[src/rtl/pmc_pkg.sv]
// package of constants and types for the power mode controller
// Function
// - five modes, run down to shutdown, decreasing power
// - processor executes only while in run
// - peripheral interrupt wakes sleep, stop, standby
// - shutdown turns the core regulator fully off
// - shutdown wakes on reset pin, debug, io
// - each active mode offers selectable policy sub-options
// - processor and memories in high-performance domain
// - high-performance domain on only in run, sleep and the wake settle state
// - low-power domain on in run through standby
// - shutdown disables both power domains
// - powered-off configuration is lost, rewritten after wake
package pmc_pkg;

  // register byte offsets
  localparam logic [7:0] OFS_MODE_REQ = 8'h00;
  localparam logic [7:0] OFS_POLICY = 8'h04;
  localparam logic [7:0] OFS_STATUS = 8'h08;
  localparam logic [7:0] OFS_IRQ_STAT = 8'h0c;
  localparam logic [7:0] OFS_IRQ_MASK = 8'h10;
  localparam logic [7:0] OFS_WAKE_CFG = 8'h14;

  // mode request codes written to the mode request register
  localparam logic [2:0] REQ_RUN = 3'h0;
  localparam logic [2:0] REQ_SLEEP = 3'h1;
  localparam logic [2:0] REQ_STOP = 3'h2;
  localparam logic [2:0] REQ_STANDBY = 3'h3;
  localparam logic [2:0] REQ_SHUTDOWN = 3'h4;

  // policy register: one two-bit field per mode, run through standby
  localparam int POL_RUN_LSB = 0;
  localparam int POL_SLEEP_LSB = 2;
  localparam int POL_STOP_LSB = 4;
  localparam int POL_STBY_LSB = 6;
  localparam logic [1:0] POL_MAX_3 = 2'h2;
  localparam logic [1:0] POL_MAX_STBY = 2'h1;
  localparam logic [7:0] POLICY_RST = 8'h00;

  // interrupt status and mask bits
  localparam int IRQ_W = 3;
  localparam int IRQ_WAKE = 0;
  localparam int IRQ_REFUSED = 1;
  localparam int IRQ_SD_WAKE = 2;
  localparam logic [2:0] IRQ_RST = 3'h0;

  // status register layout
  localparam int ST_MODE_LSB = 0;
  localparam int ST_CPU = 8;
  localparam int ST_HP = 9;
  localparam int ST_LP = 10;
  localparam int ST_REG = 11;
  localparam int ST_POL_LSB = 12;

  // wake configuration: io enable in low byte, io level in next byte
  localparam int WCFG_EN_LSB = 0;
  localparam int WCFG_LVL_LSB = 8;
  localparam logic [15:0] WAKE_CFG_RST = 16'h0000;

  // timing: settle time for the high-performance domain on wake
  localparam int CLK_PERIOD_NS = 40;
  localparam int WAKE_SETTLE_NS = 200;
  localparam int WAKE_SETTLE_CYC = (WAKE_SETTLE_NS + CLK_PERIOD_NS - 1) / CLK_PERIOD_NS;
  localparam logic [3:0] WAKE_CNT_INIT = 4'(WAKE_SETTLE_CYC - 1);

  typedef enum logic [5:0] {
    PMC_RUN = 6'h01,
    PMC_SLEEP = 6'h02,
    PMC_STOP = 6'h04,
    PMC_STANDBY = 6'h08,
    PMC_SHUTDOWN = 6'h10,
    PMC_WAKE = 6'h20
  } pmc_state_t;

  // register port request
  typedef struct packed {
    logic wr;
    logic rd;
    logic [7:0] addr;
    logic [31:0] wdata;
  } pmc_bus_t;

  // power enables toward the supply network
  typedef struct packed {
    logic core_reg_en;
    logic hp_pwr_en;
    logic lp_pwr_en;
    logic cpu_run_en;
  } pmc_pwr_t;

endpackage : pmc_pkg

[src/rtl/pmc_wake_det.sv]
// wake source detector for the power mode controller
`timescale 1ns/1ns
module pmc_wake_det #(
  parameter int IRQ_N = 8,
  parameter int IO_W = 8
) (
  input wire logic mclk,
  input wire logic rst,
  input wire logic [IRQ_N-1:0] periph_irq,
  input wire logic swd_active,
  input wire logic [IO_W-1:0] io_in,
  input wire logic [IO_W-1:0] io_wake_en,
  input wire logic [IO_W-1:0] io_wake_lvl,
  output logic periph_wake,
  output logic sd_wake
);

  logic [IO_W-1:0] io_match;

  // per pin level compare, only enabled pins can match
  genvar gi;
  generate
    for (gi = 0; gi < IO_W; gi++) begin : g_io
      assign io_match[gi] = io_wake_en[gi] & ~(io_in[gi] ^ io_wake_lvl[gi]);
    end
  endgenerate

  // any peripheral interrupt line wakes the low modes
  always_ff @(posedge mclk) begin
    if (rst) begin
      periph_wake <= 1'b0;
    end else begin
      periph_wake <= |periph_irq;
    end
  end

  // shutdown wake: debug activity or io level match only
  always_ff @(posedge mclk) begin
    if (rst) begin
      sd_wake <= 1'b0;
    end else begin
      sd_wake <= swd_active | (|io_match);
    end
  end

endmodule : pmc_wake_det

[src/rtl/pmc_ctrl.sv]
// power mode controller: mode sequencer, domain enables and registers
//
// The implementer's own choices: the register offsets and strobed register access.
`timescale 1ns/1ns
module pmc_ctrl #(
  parameter int IRQ_N = 8,
  parameter int IO_W = 8
) (
  input wire logic mclk,
  input wire logic rst,
  input wire pmc_pkg::pmc_bus_t bus_req,
  output logic [31:0] rdata,
  input wire logic [IRQ_N-1:0] periph_irq,
  input wire logic swd_active,
  input wire logic external_reset_pin_n,
  input wire logic [IO_W-1:0] io_in,
  output pmc_pkg::pmc_pwr_t pwr,
  output logic [5:0] mode_state,
  output logic [1:0] policy_sel,
  output logic irq
);

  pmc_pkg::pmc_state_t state_q;
  pmc_pkg::pmc_state_t state_d;
  logic [3:0] wake_cnt_q;
  logic [7:0] policy_q;
  logic [2:0] irq_stat_q;
  logic [2:0] irq_mask_q;
  logic [15:0] wake_cfg_q;
  logic [31:0] rdata_q;
  logic sd_wake_q;
  logic sd_wake_seen_q;
  logic core_rst;
  logic periph_wake;
  logic sd_wake;
  logic wr_mode;
  logic mode_ok;
  logic refused;
  logic woke;
  logic [2:0] irq_set;
  pmc_pkg::pmc_pwr_t pwr_d;
  logic [1:0] pol_d;

  // clamp a policy field to the highest sub-option a mode offers
  function automatic logic [1:0] pol_clamp(input logic [1:0] v, input logic [1:0] maxv);
    pol_clamp = (v > maxv) ? maxv : v;
  endfunction : pol_clamp

  // register port decode, used for writes; reads decode the address in a case
  function automatic logic hit(input pmc_pkg::pmc_bus_t b, input logic [7:0] ofs);
    hit = (b.addr == ofs);
  endfunction : hit

  // core reset covers power-on reset, the reset pin and a shutdown wake,
  // so the regulator coming back up always looks like a fresh start
  assign core_rst = rst | ~external_reset_pin_n | sd_wake_q;

  pmc_wake_det #(
    .IRQ_N(IRQ_N),
    .IO_W(IO_W)
  ) u_wake (
    .mclk(mclk),
    .rst(rst),
    .periph_irq(periph_irq),
    .swd_active(swd_active),
    .io_in(io_in),
    .io_wake_en(wake_cfg_q[pmc_pkg::WCFG_EN_LSB +: IO_W]),
    .io_wake_lvl(wake_cfg_q[pmc_pkg::WCFG_LVL_LSB +: IO_W]),
    .periph_wake(periph_wake),
    .sd_wake(sd_wake)
  );

  // mode request decode; codes above shutdown are refused
  // a write of the run code while in run is accepted and changes nothing
  assign wr_mode = bus_req.wr & hit(bus_req, pmc_pkg::OFS_MODE_REQ);
  assign mode_ok = bus_req.wdata[2:0] <= pmc_pkg::REQ_SHUTDOWN;
  // a request outside run cannot come from code, so it is refused too
  assign refused = wr_mode & (~mode_ok | (state_q != pmc_pkg::PMC_RUN));
  assign woke = (state_d == pmc_pkg::PMC_RUN) & (state_q != pmc_pkg::PMC_RUN);

  // next-state logic of the mode sequencer
  always_comb begin
    state_d = state_q;
    case (state_q)
      pmc_pkg::PMC_RUN: begin
        if (wr_mode & mode_ok) begin
          case (bus_req.wdata[2:0])
            pmc_pkg::REQ_SLEEP: state_d = pmc_pkg::PMC_SLEEP;
            pmc_pkg::REQ_STOP: state_d = pmc_pkg::PMC_STOP;
            pmc_pkg::REQ_STANDBY: state_d = pmc_pkg::PMC_STANDBY;
            pmc_pkg::REQ_SHUTDOWN: state_d = pmc_pkg::PMC_SHUTDOWN;
            default: state_d = pmc_pkg::PMC_RUN;
          endcase
        end
      end
      pmc_pkg::PMC_SLEEP: begin
        // high-performance domain stayed up, so return at once
        if (periph_wake) begin
          state_d = pmc_pkg::PMC_RUN;
        end
      end
      pmc_pkg::PMC_STOP, pmc_pkg::PMC_STANDBY: begin
        // domain was off: let it settle before the processor runs
        if (periph_wake) begin
          state_d = pmc_pkg::PMC_WAKE;
        end
      end
      pmc_pkg::PMC_WAKE: begin
        if (wake_cnt_q == 4'h0) begin
          state_d = pmc_pkg::PMC_RUN;
        end
      end
      pmc_pkg::PMC_SHUTDOWN: begin
        // peripheral interrupts are ignored here; only a core reset leaves
        state_d = pmc_pkg::PMC_SHUTDOWN;
      end
      default: state_d = pmc_pkg::PMC_RUN;
    endcase
  end

  // mode state register; every reset lands in run
  always_ff @(posedge mclk) begin
    if (core_rst) begin
      state_q <= pmc_pkg::PMC_RUN;
    end else begin
      state_q <= state_d;
    end
  end

  // settle counter, loaded when a deep-mode wake starts
  // only four bits wide: a settle time beyond sixteen cycles needs a wider
  // counter and a wider load value
  always_ff @(posedge mclk) begin
    if (core_rst) begin
      wake_cnt_q <= 4'h0;
    end else if (state_q != pmc_pkg::PMC_WAKE) begin
      wake_cnt_q <= pmc_pkg::WAKE_CNT_INIT;
    end else if (wake_cnt_q != 4'h0) begin
      wake_cnt_q <= wake_cnt_q - 4'h1;
    end
  end

  // shutdown wake pulse: one cycle of core reset, then a cause flag
  // the pulse clears itself, so a wake source held high cannot keep
  // the core in reset once run is entered
  always_ff @(posedge mclk) begin
    if (rst) begin
      sd_wake_q <= 1'b0;
      sd_wake_seen_q <= 1'b0;
    end else begin
      sd_wake_q <= (state_q == pmc_pkg::PMC_SHUTDOWN) & sd_wake & ~sd_wake_q;
      sd_wake_seen_q <= sd_wake_q;
    end
  end

  // power enables per mode
  // registered below, so supplies switch one cycle after the state
  always_comb begin
    pwr_d = '0;
    case (state_q)
      pmc_pkg::PMC_RUN: begin
        pwr_d.core_reg_en = 1'b1;
        pwr_d.hp_pwr_en = 1'b1;
        pwr_d.lp_pwr_en = 1'b1;
        pwr_d.cpu_run_en = 1'b1;
      end
      pmc_pkg::PMC_SLEEP: begin
        pwr_d.core_reg_en = 1'b1;
        pwr_d.hp_pwr_en = 1'b1;
        pwr_d.lp_pwr_en = 1'b1;
      end
      pmc_pkg::PMC_STOP, pmc_pkg::PMC_STANDBY: begin
        pwr_d.core_reg_en = 1'b1;
        pwr_d.lp_pwr_en = 1'b1;
      end
      pmc_pkg::PMC_WAKE: begin
        // domain ramps up while the processor is still held
        pwr_d.core_reg_en = 1'b1;
        pwr_d.hp_pwr_en = 1'b1;
        pwr_d.lp_pwr_en = 1'b1;
      end
      pmc_pkg::PMC_SHUTDOWN: begin
        pwr_d = '0;
      end
      default: pwr_d = '0;
    endcase
  end

  // policy sub-option of the present mode, clamped to what it offers
  always_comb begin
    pol_d = 2'h0;
    case (state_q)
      pmc_pkg::PMC_RUN, pmc_pkg::PMC_WAKE: begin
        pol_d = pol_clamp(policy_q[pmc_pkg::POL_RUN_LSB +: 2], pmc_pkg::POL_MAX_3);
      end
      pmc_pkg::PMC_SLEEP: begin
        pol_d = pol_clamp(policy_q[pmc_pkg::POL_SLEEP_LSB +: 2], pmc_pkg::POL_MAX_3);
      end
      pmc_pkg::PMC_STOP: begin
        pol_d = pol_clamp(policy_q[pmc_pkg::POL_STOP_LSB +: 2], pmc_pkg::POL_MAX_3);
      end
      pmc_pkg::PMC_STANDBY: begin
        pol_d = pol_clamp(policy_q[pmc_pkg::POL_STBY_LSB +: 2], pmc_pkg::POL_MAX_STBY);
      end
      default: pol_d = 2'h0;
    endcase
  end

  // registered outputs toward the supply network
  always_ff @(posedge mclk) begin
    if (core_rst) begin
      pwr <= '0;
      mode_state <= 6'h00;
      policy_sel <= 2'h0;
    end else begin
      pwr <= pwr_d;
      mode_state <= state_q;
      policy_sel <= pol_d;
    end
  end

  // policy register; lost on shutdown since the core reset clears it
  // it keeps the raw value written; only the applied selection is clamped
  always_ff @(posedge mclk) begin
    if (core_rst) begin
      policy_q <= pmc_pkg::POLICY_RST;
    end else if (bus_req.wr & hit(bus_req, pmc_pkg::OFS_POLICY)) begin
      policy_q <= bus_req.wdata[7:0];
    end
  end

  // wake configuration sits in the always-on part: power-on reset only,
  // otherwise the io match could never be armed across shutdown
  always_ff @(posedge mclk) begin
    if (rst) begin
      wake_cfg_q <= pmc_pkg::WAKE_CFG_RST;
    end else if (bus_req.wr & hit(bus_req, pmc_pkg::OFS_WAKE_CFG)) begin
      wake_cfg_q <= bus_req.wdata[15:0];
    end
  end

  // interrupt mask, cleared with the rest of the core state
  always_ff @(posedge mclk) begin
    if (core_rst) begin
      irq_mask_q <= pmc_pkg::IRQ_RST;
    end else if (bus_req.wr & hit(bus_req, pmc_pkg::OFS_IRQ_MASK)) begin
      irq_mask_q <= bus_req.wdata[2:0];
    end
  end

  // event sources for the sticky status bits
  always_comb begin
    irq_set = 3'h0;
    irq_set[pmc_pkg::IRQ_WAKE] = woke;
    irq_set[pmc_pkg::IRQ_REFUSED] = refused;
    irq_set[pmc_pkg::IRQ_SD_WAKE] = sd_wake_seen_q;
  end

  // sticky status, write one to clear; a set in the same cycle wins
  always_ff @(posedge mclk) begin
    if (core_rst) begin
      irq_stat_q <= pmc_pkg::IRQ_RST;
    end else if (bus_req.wr & hit(bus_req, pmc_pkg::OFS_IRQ_STAT)) begin
      irq_stat_q <= (irq_stat_q & ~bus_req.wdata[2:0]) | irq_set;
    end else begin
      irq_stat_q <= irq_stat_q | irq_set;
    end
  end

  // level interrupt, high while any unmasked status bit is set
  // combinational so a clear is seen at once, at the cost of a gate path
  assign irq = |(irq_stat_q & irq_mask_q);

  // read data register: valid the cycle after the read strobe only
  // status shows the present state, one cycle ahead of mode_state
  always_ff @(posedge mclk) begin
    if (core_rst) begin
      rdata_q <= 32'h0000_0000;
    end else if (!bus_req.rd) begin
      rdata_q <= 32'h0000_0000;
    end else begin
      case (bus_req.addr)
        pmc_pkg::OFS_MODE_REQ: rdata_q <= 32'h0000_0000;
        pmc_pkg::OFS_POLICY: rdata_q <= {24'h00_0000, policy_q};
        pmc_pkg::OFS_STATUS: begin
          rdata_q <= 32'h0000_0000;
          rdata_q[pmc_pkg::ST_MODE_LSB +: 6] <= state_q;
          rdata_q[pmc_pkg::ST_CPU] <= pwr_d.cpu_run_en;
          rdata_q[pmc_pkg::ST_HP] <= pwr_d.hp_pwr_en;
          rdata_q[pmc_pkg::ST_LP] <= pwr_d.lp_pwr_en;
          rdata_q[pmc_pkg::ST_REG] <= pwr_d.core_reg_en;
          rdata_q[pmc_pkg::ST_POL_LSB +: 2] <= pol_d;
        end
        pmc_pkg::OFS_IRQ_STAT: rdata_q <= {29'h0000_0000, irq_stat_q};
        pmc_pkg::OFS_IRQ_MASK: rdata_q <= {29'h0000_0000, irq_mask_q};
        pmc_pkg::OFS_WAKE_CFG: rdata_q <= {16'h0000, wake_cfg_q};
        default: rdata_q <= 32'h0000_0000; // unmapped reads as zero
      endcase
    end
  end

  assign rdata = rdata_q;

endmodule : pmc_ctrl

[config.mk]
export PLATFORM = sky130hd
export DESIGN_NAME = pmc_ctrl
export DESIGN_NICKNAME = d
export VERILOG_FILES = /design/src/rtl/pmc_pkg.sv /design/src/rtl/pmc_wake_det.sv /design/src/rtl/pmc_ctrl.sv
export SDC_FILE = /design/constraint.sdc
export NUM_CORES = 1
export LEC_CHECK = 0
export ABC_AREA = 1
export BUFFER_PORTS_ARGS = -buffer_cell sky130_fd_sc_hd__buf_2
export CAP_MARGIN = 20
export CELL_PAD_IN_SITES_DETAIL_PLACEMENT = 1
export CELL_PAD_IN_SITES_GLOBAL_PLACEMENT = 1
export CORE_ASPECT_RATIO = 0.5
export CORE_UTILIZATION = 41
export CTS_BUF_LIST = sky130_fd_sc_hd__clkbuf_8
export CTS_CLUSTER_SIZE = 16
export DETAILED_ROUTE_END_ITERATION = 10
export PLACE_DENSITY = 0.88
export SLEW_MARGIN = 20
export SYNTH_ARGS = -nofsm -noshare
export SYNTH_HDL_FRONTEND = slang
export SYNTH_HIERARCHICAL = 1
export SYNTH_SLANG_ARGS = --single-unit
[constraint.sdc]
create_clock -name mclk -period 2.9 [get_ports mclk]
set_clock_uncertainty 0.15 [all_clocks]
set_input_delay 0.145 -clock mclk [delete_from_list [all_inputs] [get_ports mclk]]
set_output_delay 0.145 -clock mclk [all_outputs]
set_load 0.02 [all_outputs]
* Word level (Yosys, flattened, before mapping) *
Cells that the tools add are included.

operators by class
  add/sub/neg operators = 1
  order comparisons = 5
  eq/ne operators = 18
  mux-type cells = 18
  bitwise operators = 47
  reduce and logical (&&, ||, !) cells = 13

operator list
  operator            number
  $pmux 16 s5         1
  $pmux 6 s5          1
  $mux 6              4
  $pmux 5 s4          1
  $and 1x1->1         18
  $eq 8x4->1 const B  2
  $eq 8x5->1 const B  2
  $reduce_or 8->1     2
  $eq 6x1->1 const B  2
  $not 1->1           12
  $mux 3              3
  $eq 8x3->1 const B  1
  $logic_not 8->1     1
  $mux 2              4
  $pmux 2 s4          1
  $reduce_or 2->1     4
  $xor 1x1->1         8
  $and 3x3->3         2
  $eq 3x2->1 const B  2
  $eq 6x2->1 const B  1
  $eq 6x3->1 const B  1
  $eq 6x4->1 const B  1
  $eq 6x5->1 const B  1
  $eq 6x6->1 const B  1
  17 further kinds    26

word-level totals
  bits in registers = 87
  output and inout bits = 45

* Depth between registers and ports, before layout *
  depth in word-level cells = 9
  mapped depth = 10
  gate-level depth less buffers = 9

* Modules after synthesis *
The synthesis kept the hierarchy.

by module, submodules not included
  module        times used  cells each  area each (um^2)
  pmc_ctrl      1           415         3273.1
  pmc_wake_det  1           49          241.5

* Worst setup path after synthesis *
No wires, ideal clock.

  path kind = register to register
  start = register wake_cnt_q[0]
  end = register irq_stat_q[0]
  data arrival time = 1158 ps
  path slack = 1536 ps
  stages on the path, launching flop included = 9
  buffers on the path = 0
  period minus slack after synthesis = 1364 ps
  cell sequence = dfxtp_1 -> inv_1 -> ha_1 -> inv_1 -> nor3_1 -> a21oi_1 -> nand3_1 -> nand2_1 -> inv_1

on the way
  longest elaborated chain between the ends = 7
  elaborated cells between the ends (all ways) = 8
  those cells by class = eq/ne (1); mux (3); bitwise (3); reduce/logical (1)

ends and longest elaborated chain
  item                                  line                              source
  from (decl)                           pmc_ctrl.sv:25                    logic [3:0] wake_cnt_q;
  from (signal assigned)                pmc_ctrl.sv:137                   wake_cnt_q <= pmc_pkg::WAKE_CNT_INIT;
  from (signal assigned)                pmc_ctrl.sv:139                   wake_cnt_q <= wake_cnt_q - 4'h1;
  $logic_not 4->1 (*)                   pmc_ctrl.sv:109                   if (wake_cnt_q == 4'h0) begin
  $mux 6 (*)                            pmc_ctrl.sv:109
  $pmux 6 s5 (*)                        pmc_ctrl.sv:84                    case (state_q)
  $eq 6x1->1 (*)                        pmc_ctrl.sv:79                    assign woke = (state_d == pmc_pkg::PMC_RUN) & (state_q != pmc_pkg::PMC_RUN);
  $and 1x1->1 (*)                       pmc_ctrl.sv:79
  $or 3x3->3, on equally long branches  pmc_ctrl.sv:266, pmc_ctrl.sv:264
  $mux 3 (*)                            pmc_ctrl.sv:263                   end else if (bus_req.wr & hit(bus_req, pmc_pkg::OFS_IRQ_STAT)) begin
  to (signal assigned)                  pmc_ctrl.sv:262                   irq_stat_q <= pmc_pkg::IRQ_RST;
  to (signal assigned)                  pmc_ctrl.sv:264                   irq_stat_q <= (irq_stat_q & ~bus_req.wdata[2:0]) | irq_set;
  to (signal assigned)                  pmc_ctrl.sv:266                   irq_stat_q <= irq_stat_q | irq_set;
  to (decl)                             pmc_ctrl.sv:27                    logic [2:0] irq_stat_q;

Every way passes the cells marked *; elsewhere a longest branch is shown, timed or not.
A chain may end at the register's enable or synchronous reset.

* Worst setup path after layout *
  start = input periph_irq[6]
  end = register u_wake.periph_wake

on the way
  longest elaborated chain between the ends = 1

ends and longest elaborated chain
  item                  line                source
  from (decl)           pmc_ctrl.sv:13      input wire logic [IRQ_N-1:0] periph_irq,
  $reduce_or 8->1       pmc_wake_det.sv:33  periph_wake <= |periph_irq;
  to (signal assigned)  pmc_wake_det.sv:33
  to (decl)             pmc_wake_det.sv:14  output logic periph_wake,

Every way passes these cells.

==> results.yml <==
run_status:
  status: "finished, final reports clean"
sta:
  rsz0062_at_grt: "no"
  finalCritPeriodShare_pct: 70.65
  layout_min_cycle_time_ns: 2.049
  hold-worst-slack_ns: 0.01692
  finalSetupViolCount: 0
  tightest_slew_ns: 0.5402
  clock.fmax_ghz: 0.4881
  timing.setup.tns_ns: 0
  hold_viol_final: 0
  drv_slew: 0
  slew_headroom_pct: 63.71
cts:
  clock_tree.root_cell: "clkbuf_8"
  numCtsBuffers: 9
  cts.repair.resized: 0
  path_clk_slew_ns: 0.08
  htreeDepth: 3
  cts_sinks: 71
  clockBufferDepth: 2
  worstSkewPairLatency_ns: 0.38
  cts_tree: "yes"
critical_path:
  cp.required_ns: 2.99
  r2r_cells: 8
  cp.arrival_ns: 2.14
  path_max_fanout: 1
  reg2reg_slack_ns: 1.14
  critPathMaxStageDelay_ns: 0.58
  slowest_stage: "dlygate4sd3_1"
  crit_top_cell: "dlygate4sd3_1"
  crit_chain: "dlygate4sd3_1 > buf_2 > nor4_1 > dlygate4sd3_1 > a21oi_1 > dlygate4sd3_1"
  start_kind: "input pin"
  critPathCaptureType: "flop"
  worstSetupPathType: "input pin to flop"
placed_design:
  routabilityCongestion: 0.8475
  hpwl_um: 7315
  port_buffers: 74
logic_synthesis:
  synth-seq-cells: 71
  yosysUniqueCellTypes: 46
  ys.flop_type: "dfxtp_1"
  synth_edf_count: 0
  netlist_instances: 464
  async_reset_ff_share_pct: 0
  synth_area_sq_um: 3515
  syn_area_per_cell_sq_um: 7.575
  ys_seq_area_share_pct: 40.44
  ys_warn_count: 6
detailed_routing:
  antenna_left: 0
  drc: 0
  wl_per_cell_um: 15.72
  finalWirelength_um: 10580
  num_vias: 3438
  drt_iter0_markers: 181
  drtPass1Iterations: 4
  routed_via_density: 5.108
global_route:
  grt_usage_pct: 24.98
  grt_pass1_vias: 3305
  gr-total-overflow: 0
  antenna_found_initial: 0
  grt_pass1_wl_um: 16820
  grt_max_degree: 32
final_layout:
  area_growth_pct: 21.22
  fin_nets: 619
  diodes: 0
  drive_gt1_share_pct: 25.31
  fill_cells: 1080
job:
  drv_cap: 0
power:
  power.density_nw_per_um2: 464.7
  p_leak_nw: 1.887
  peakVddDrop_uv: 199.2
worst_hold_path:
  min_path_type: "input pin to flop"
  hold_depth: 3
die:
  fp.coreArea_sq_um: 8144
  die_area_sq_um: 8969
  num_io_pins: 107
  dieWidth_um: 132.9
  die_h_um: 67.47
  placementRows: 23
  initial_core_util_pct: 43.16
[timing repair]
item | in CTS | in global routing
hold buffers | 20 | 0
setup buffers | 0 | 0
endpoints found under the hold margin | 30 | 0
[cell type report]
| type | instances | area, sq um | area share, % |
|---|---|---|---|
| multi-input cells | 322 | 1685 | 39.56 |
| flip-flops and latches | 71 | 1421 | 33.36 |
| repair buffers | 94 | 570.5 | 13.39 |
| inverters | 58 | 235.2 | 5.521 |
| clock buffers | 11 | 151.4 | 3.554 |
| well taps | 112 | 140.1 | 3.289 |
| clock inverters | 5 | 56.30 | 1.322 |
[synthesized netlist by cell type, types with 2 or more instances]
cell type	number	share of area (%)
nand2_4	3	0.96
inv_4	2	0.36
nand3_1	40	5.7
o22ai_1	2	0.36
inv_2	3	0.32
nor3_1	5	0.71
nand2_2	6	1.1
nor3b_1	2	0.43
nand3b_1	2	0.43
a31oi_1	2	0.36
buf_6	4	1.3
o21ai_2	3	0.75
buf_4	17	3.6
o2bb2ai_1	2	0.50
dfxtp_1	71	40
a21oi_1	37	5.3
nor2_8	4	2.3
inv_1	50	5.3
buf_2	2	0.28
o21ai_1	8	1.1
nand2_8	2	1.1
nor2_1	48	5.1
nor4_1	2	0.36
nand2_1	94	10
a21oi_2	7	1.7
clkbuf_1	3	0.32
nand3_2	2	0.57
o21a_1	2	0.43
o21ai_0	11	1.6
nor2_2	12	2.1
[critical path, delay by kind of cell]
| family | cells | cell delay, ns |
|---|---|---|
| AO/OA/AOI/OAI | 1 | 0.06 |
| buffers and inverters | 4 | 1.80 |
| AND/OR/NAND/NOR | 1 | 0.15 |
[path summary, 6_finish.rpt]
check / endpoint / start
hold / removal: mode_state[2]$_SDFF_PP0_ / external_reset_pin_n
setup / recovery: u_wake/periph_wake$_SDFF_PP0_ / periph_irq[6]
hold reg to reg: sd_wake_q$_SDFF_PP0_ / u_wake/sd_wake$_SDFF_PP0_
setup reg to reg: rdata[10]$_SDFF_PP0_ / state_q[0]$_SDFF_PP1_
[placed cells by master, fill, tap and decap left out, types with 3 or more instances in the layout]
| cell type | netlist | final |
|---|---|---|
| a21oi_1 | 37 | 37 |
| conb_1 | 1 | 16 |
| dfxtp_1 | 71 | 71 |
| o21ai_1 | 8 | 8 |
| inv_2 | 3 | 3 |
| dlygate4sd3_1 | 0 | 20 |
| clkbuf_8 | 0 | 11 |
| nand2_4 | 3 | 3 |
| nor2_1 | 48 | 48 |
| o21ai_0 | 11 | 11 |
| buf_2 | 2 | 74 |
| nand2_1 | 94 | 94 |
| a21oi_2 | 7 | 7 |
| o21ai_2 | 3 | 3 |
| nand3_1 | 40 | 40 |
| nand2_2 | 6 | 6 |
| nor2_2 | 12 | 12 |
| nor2_8 | 4 | 4 |
| nor3_1 | 5 | 5 |
| inv_1 | 50 | 50 |
[report_power, final]
group	switching [mW]	internal [mW]	total (mW)
registers	0.00254	0.980	0.982
clock network	0.392	0.442	0.834
logic	0.103	0.0600	0.163
total	0.498	1.48	1.98
[per-stage QoR]
step                      instance area (sq um)  cells  power (mW)  setup WS [ns]  utilization (%)
after floorplan                            3571    479       1.106          1.536                -
final                                      4260    673       1.980         0.8512            52.31
after global routing                       4260    673       2.041         0.7440            52.31
after CTS                                  4260    673       1.985         0.8718            52.31
after detailed placement                   3852    637       1.145          1.066            47.30
after global placement                     3852    637       1.141          1.105            47.30
[routing by layer]
metal | vias up | global-route usage [%] | wire, um
met5 | - | 0 | 0
met4 | 0 | 11.21 | 235
met3 | 25 | 5.255 | 608
met2 | 114 | 41.82 | 4961
met1 | 1658 | 31.67 | 4772
li1 | 1641 | - | -
[registers in the layout (all words and copies together) (netlist names)]
| register | cells |
|---|---|
| wake_cnt_q | 4 |
| state_q | 6 |
| mode_state | 6 |
| sd_wake_q | 1 |
| irq_mask_q | 3 |
| u_wake/sd_wake | 1 |
| policy_sel | 2 |
| sd_wake_seen_q | 1 |
| pwr | 3 |
| irq_stat_q | 3 |
| wake_cfg_q | 16 |
| policy_q | 8 |
| u_wake/periph_wake | 1 |
| rdata | 16 |
[cells by family (layout without fill, tap and decap cells)]
family	after synthesis	count (layout)	share of synthesized area [%]
flops	71	71	40.44
other cells	1	16	0.1067
compound gates	78	78	13.49
buf+inv	86	168	13.21
simple gates	227	227	32.40
fa+ha+maj	1	1	0.3559
(Power assumes the default switching activity.)
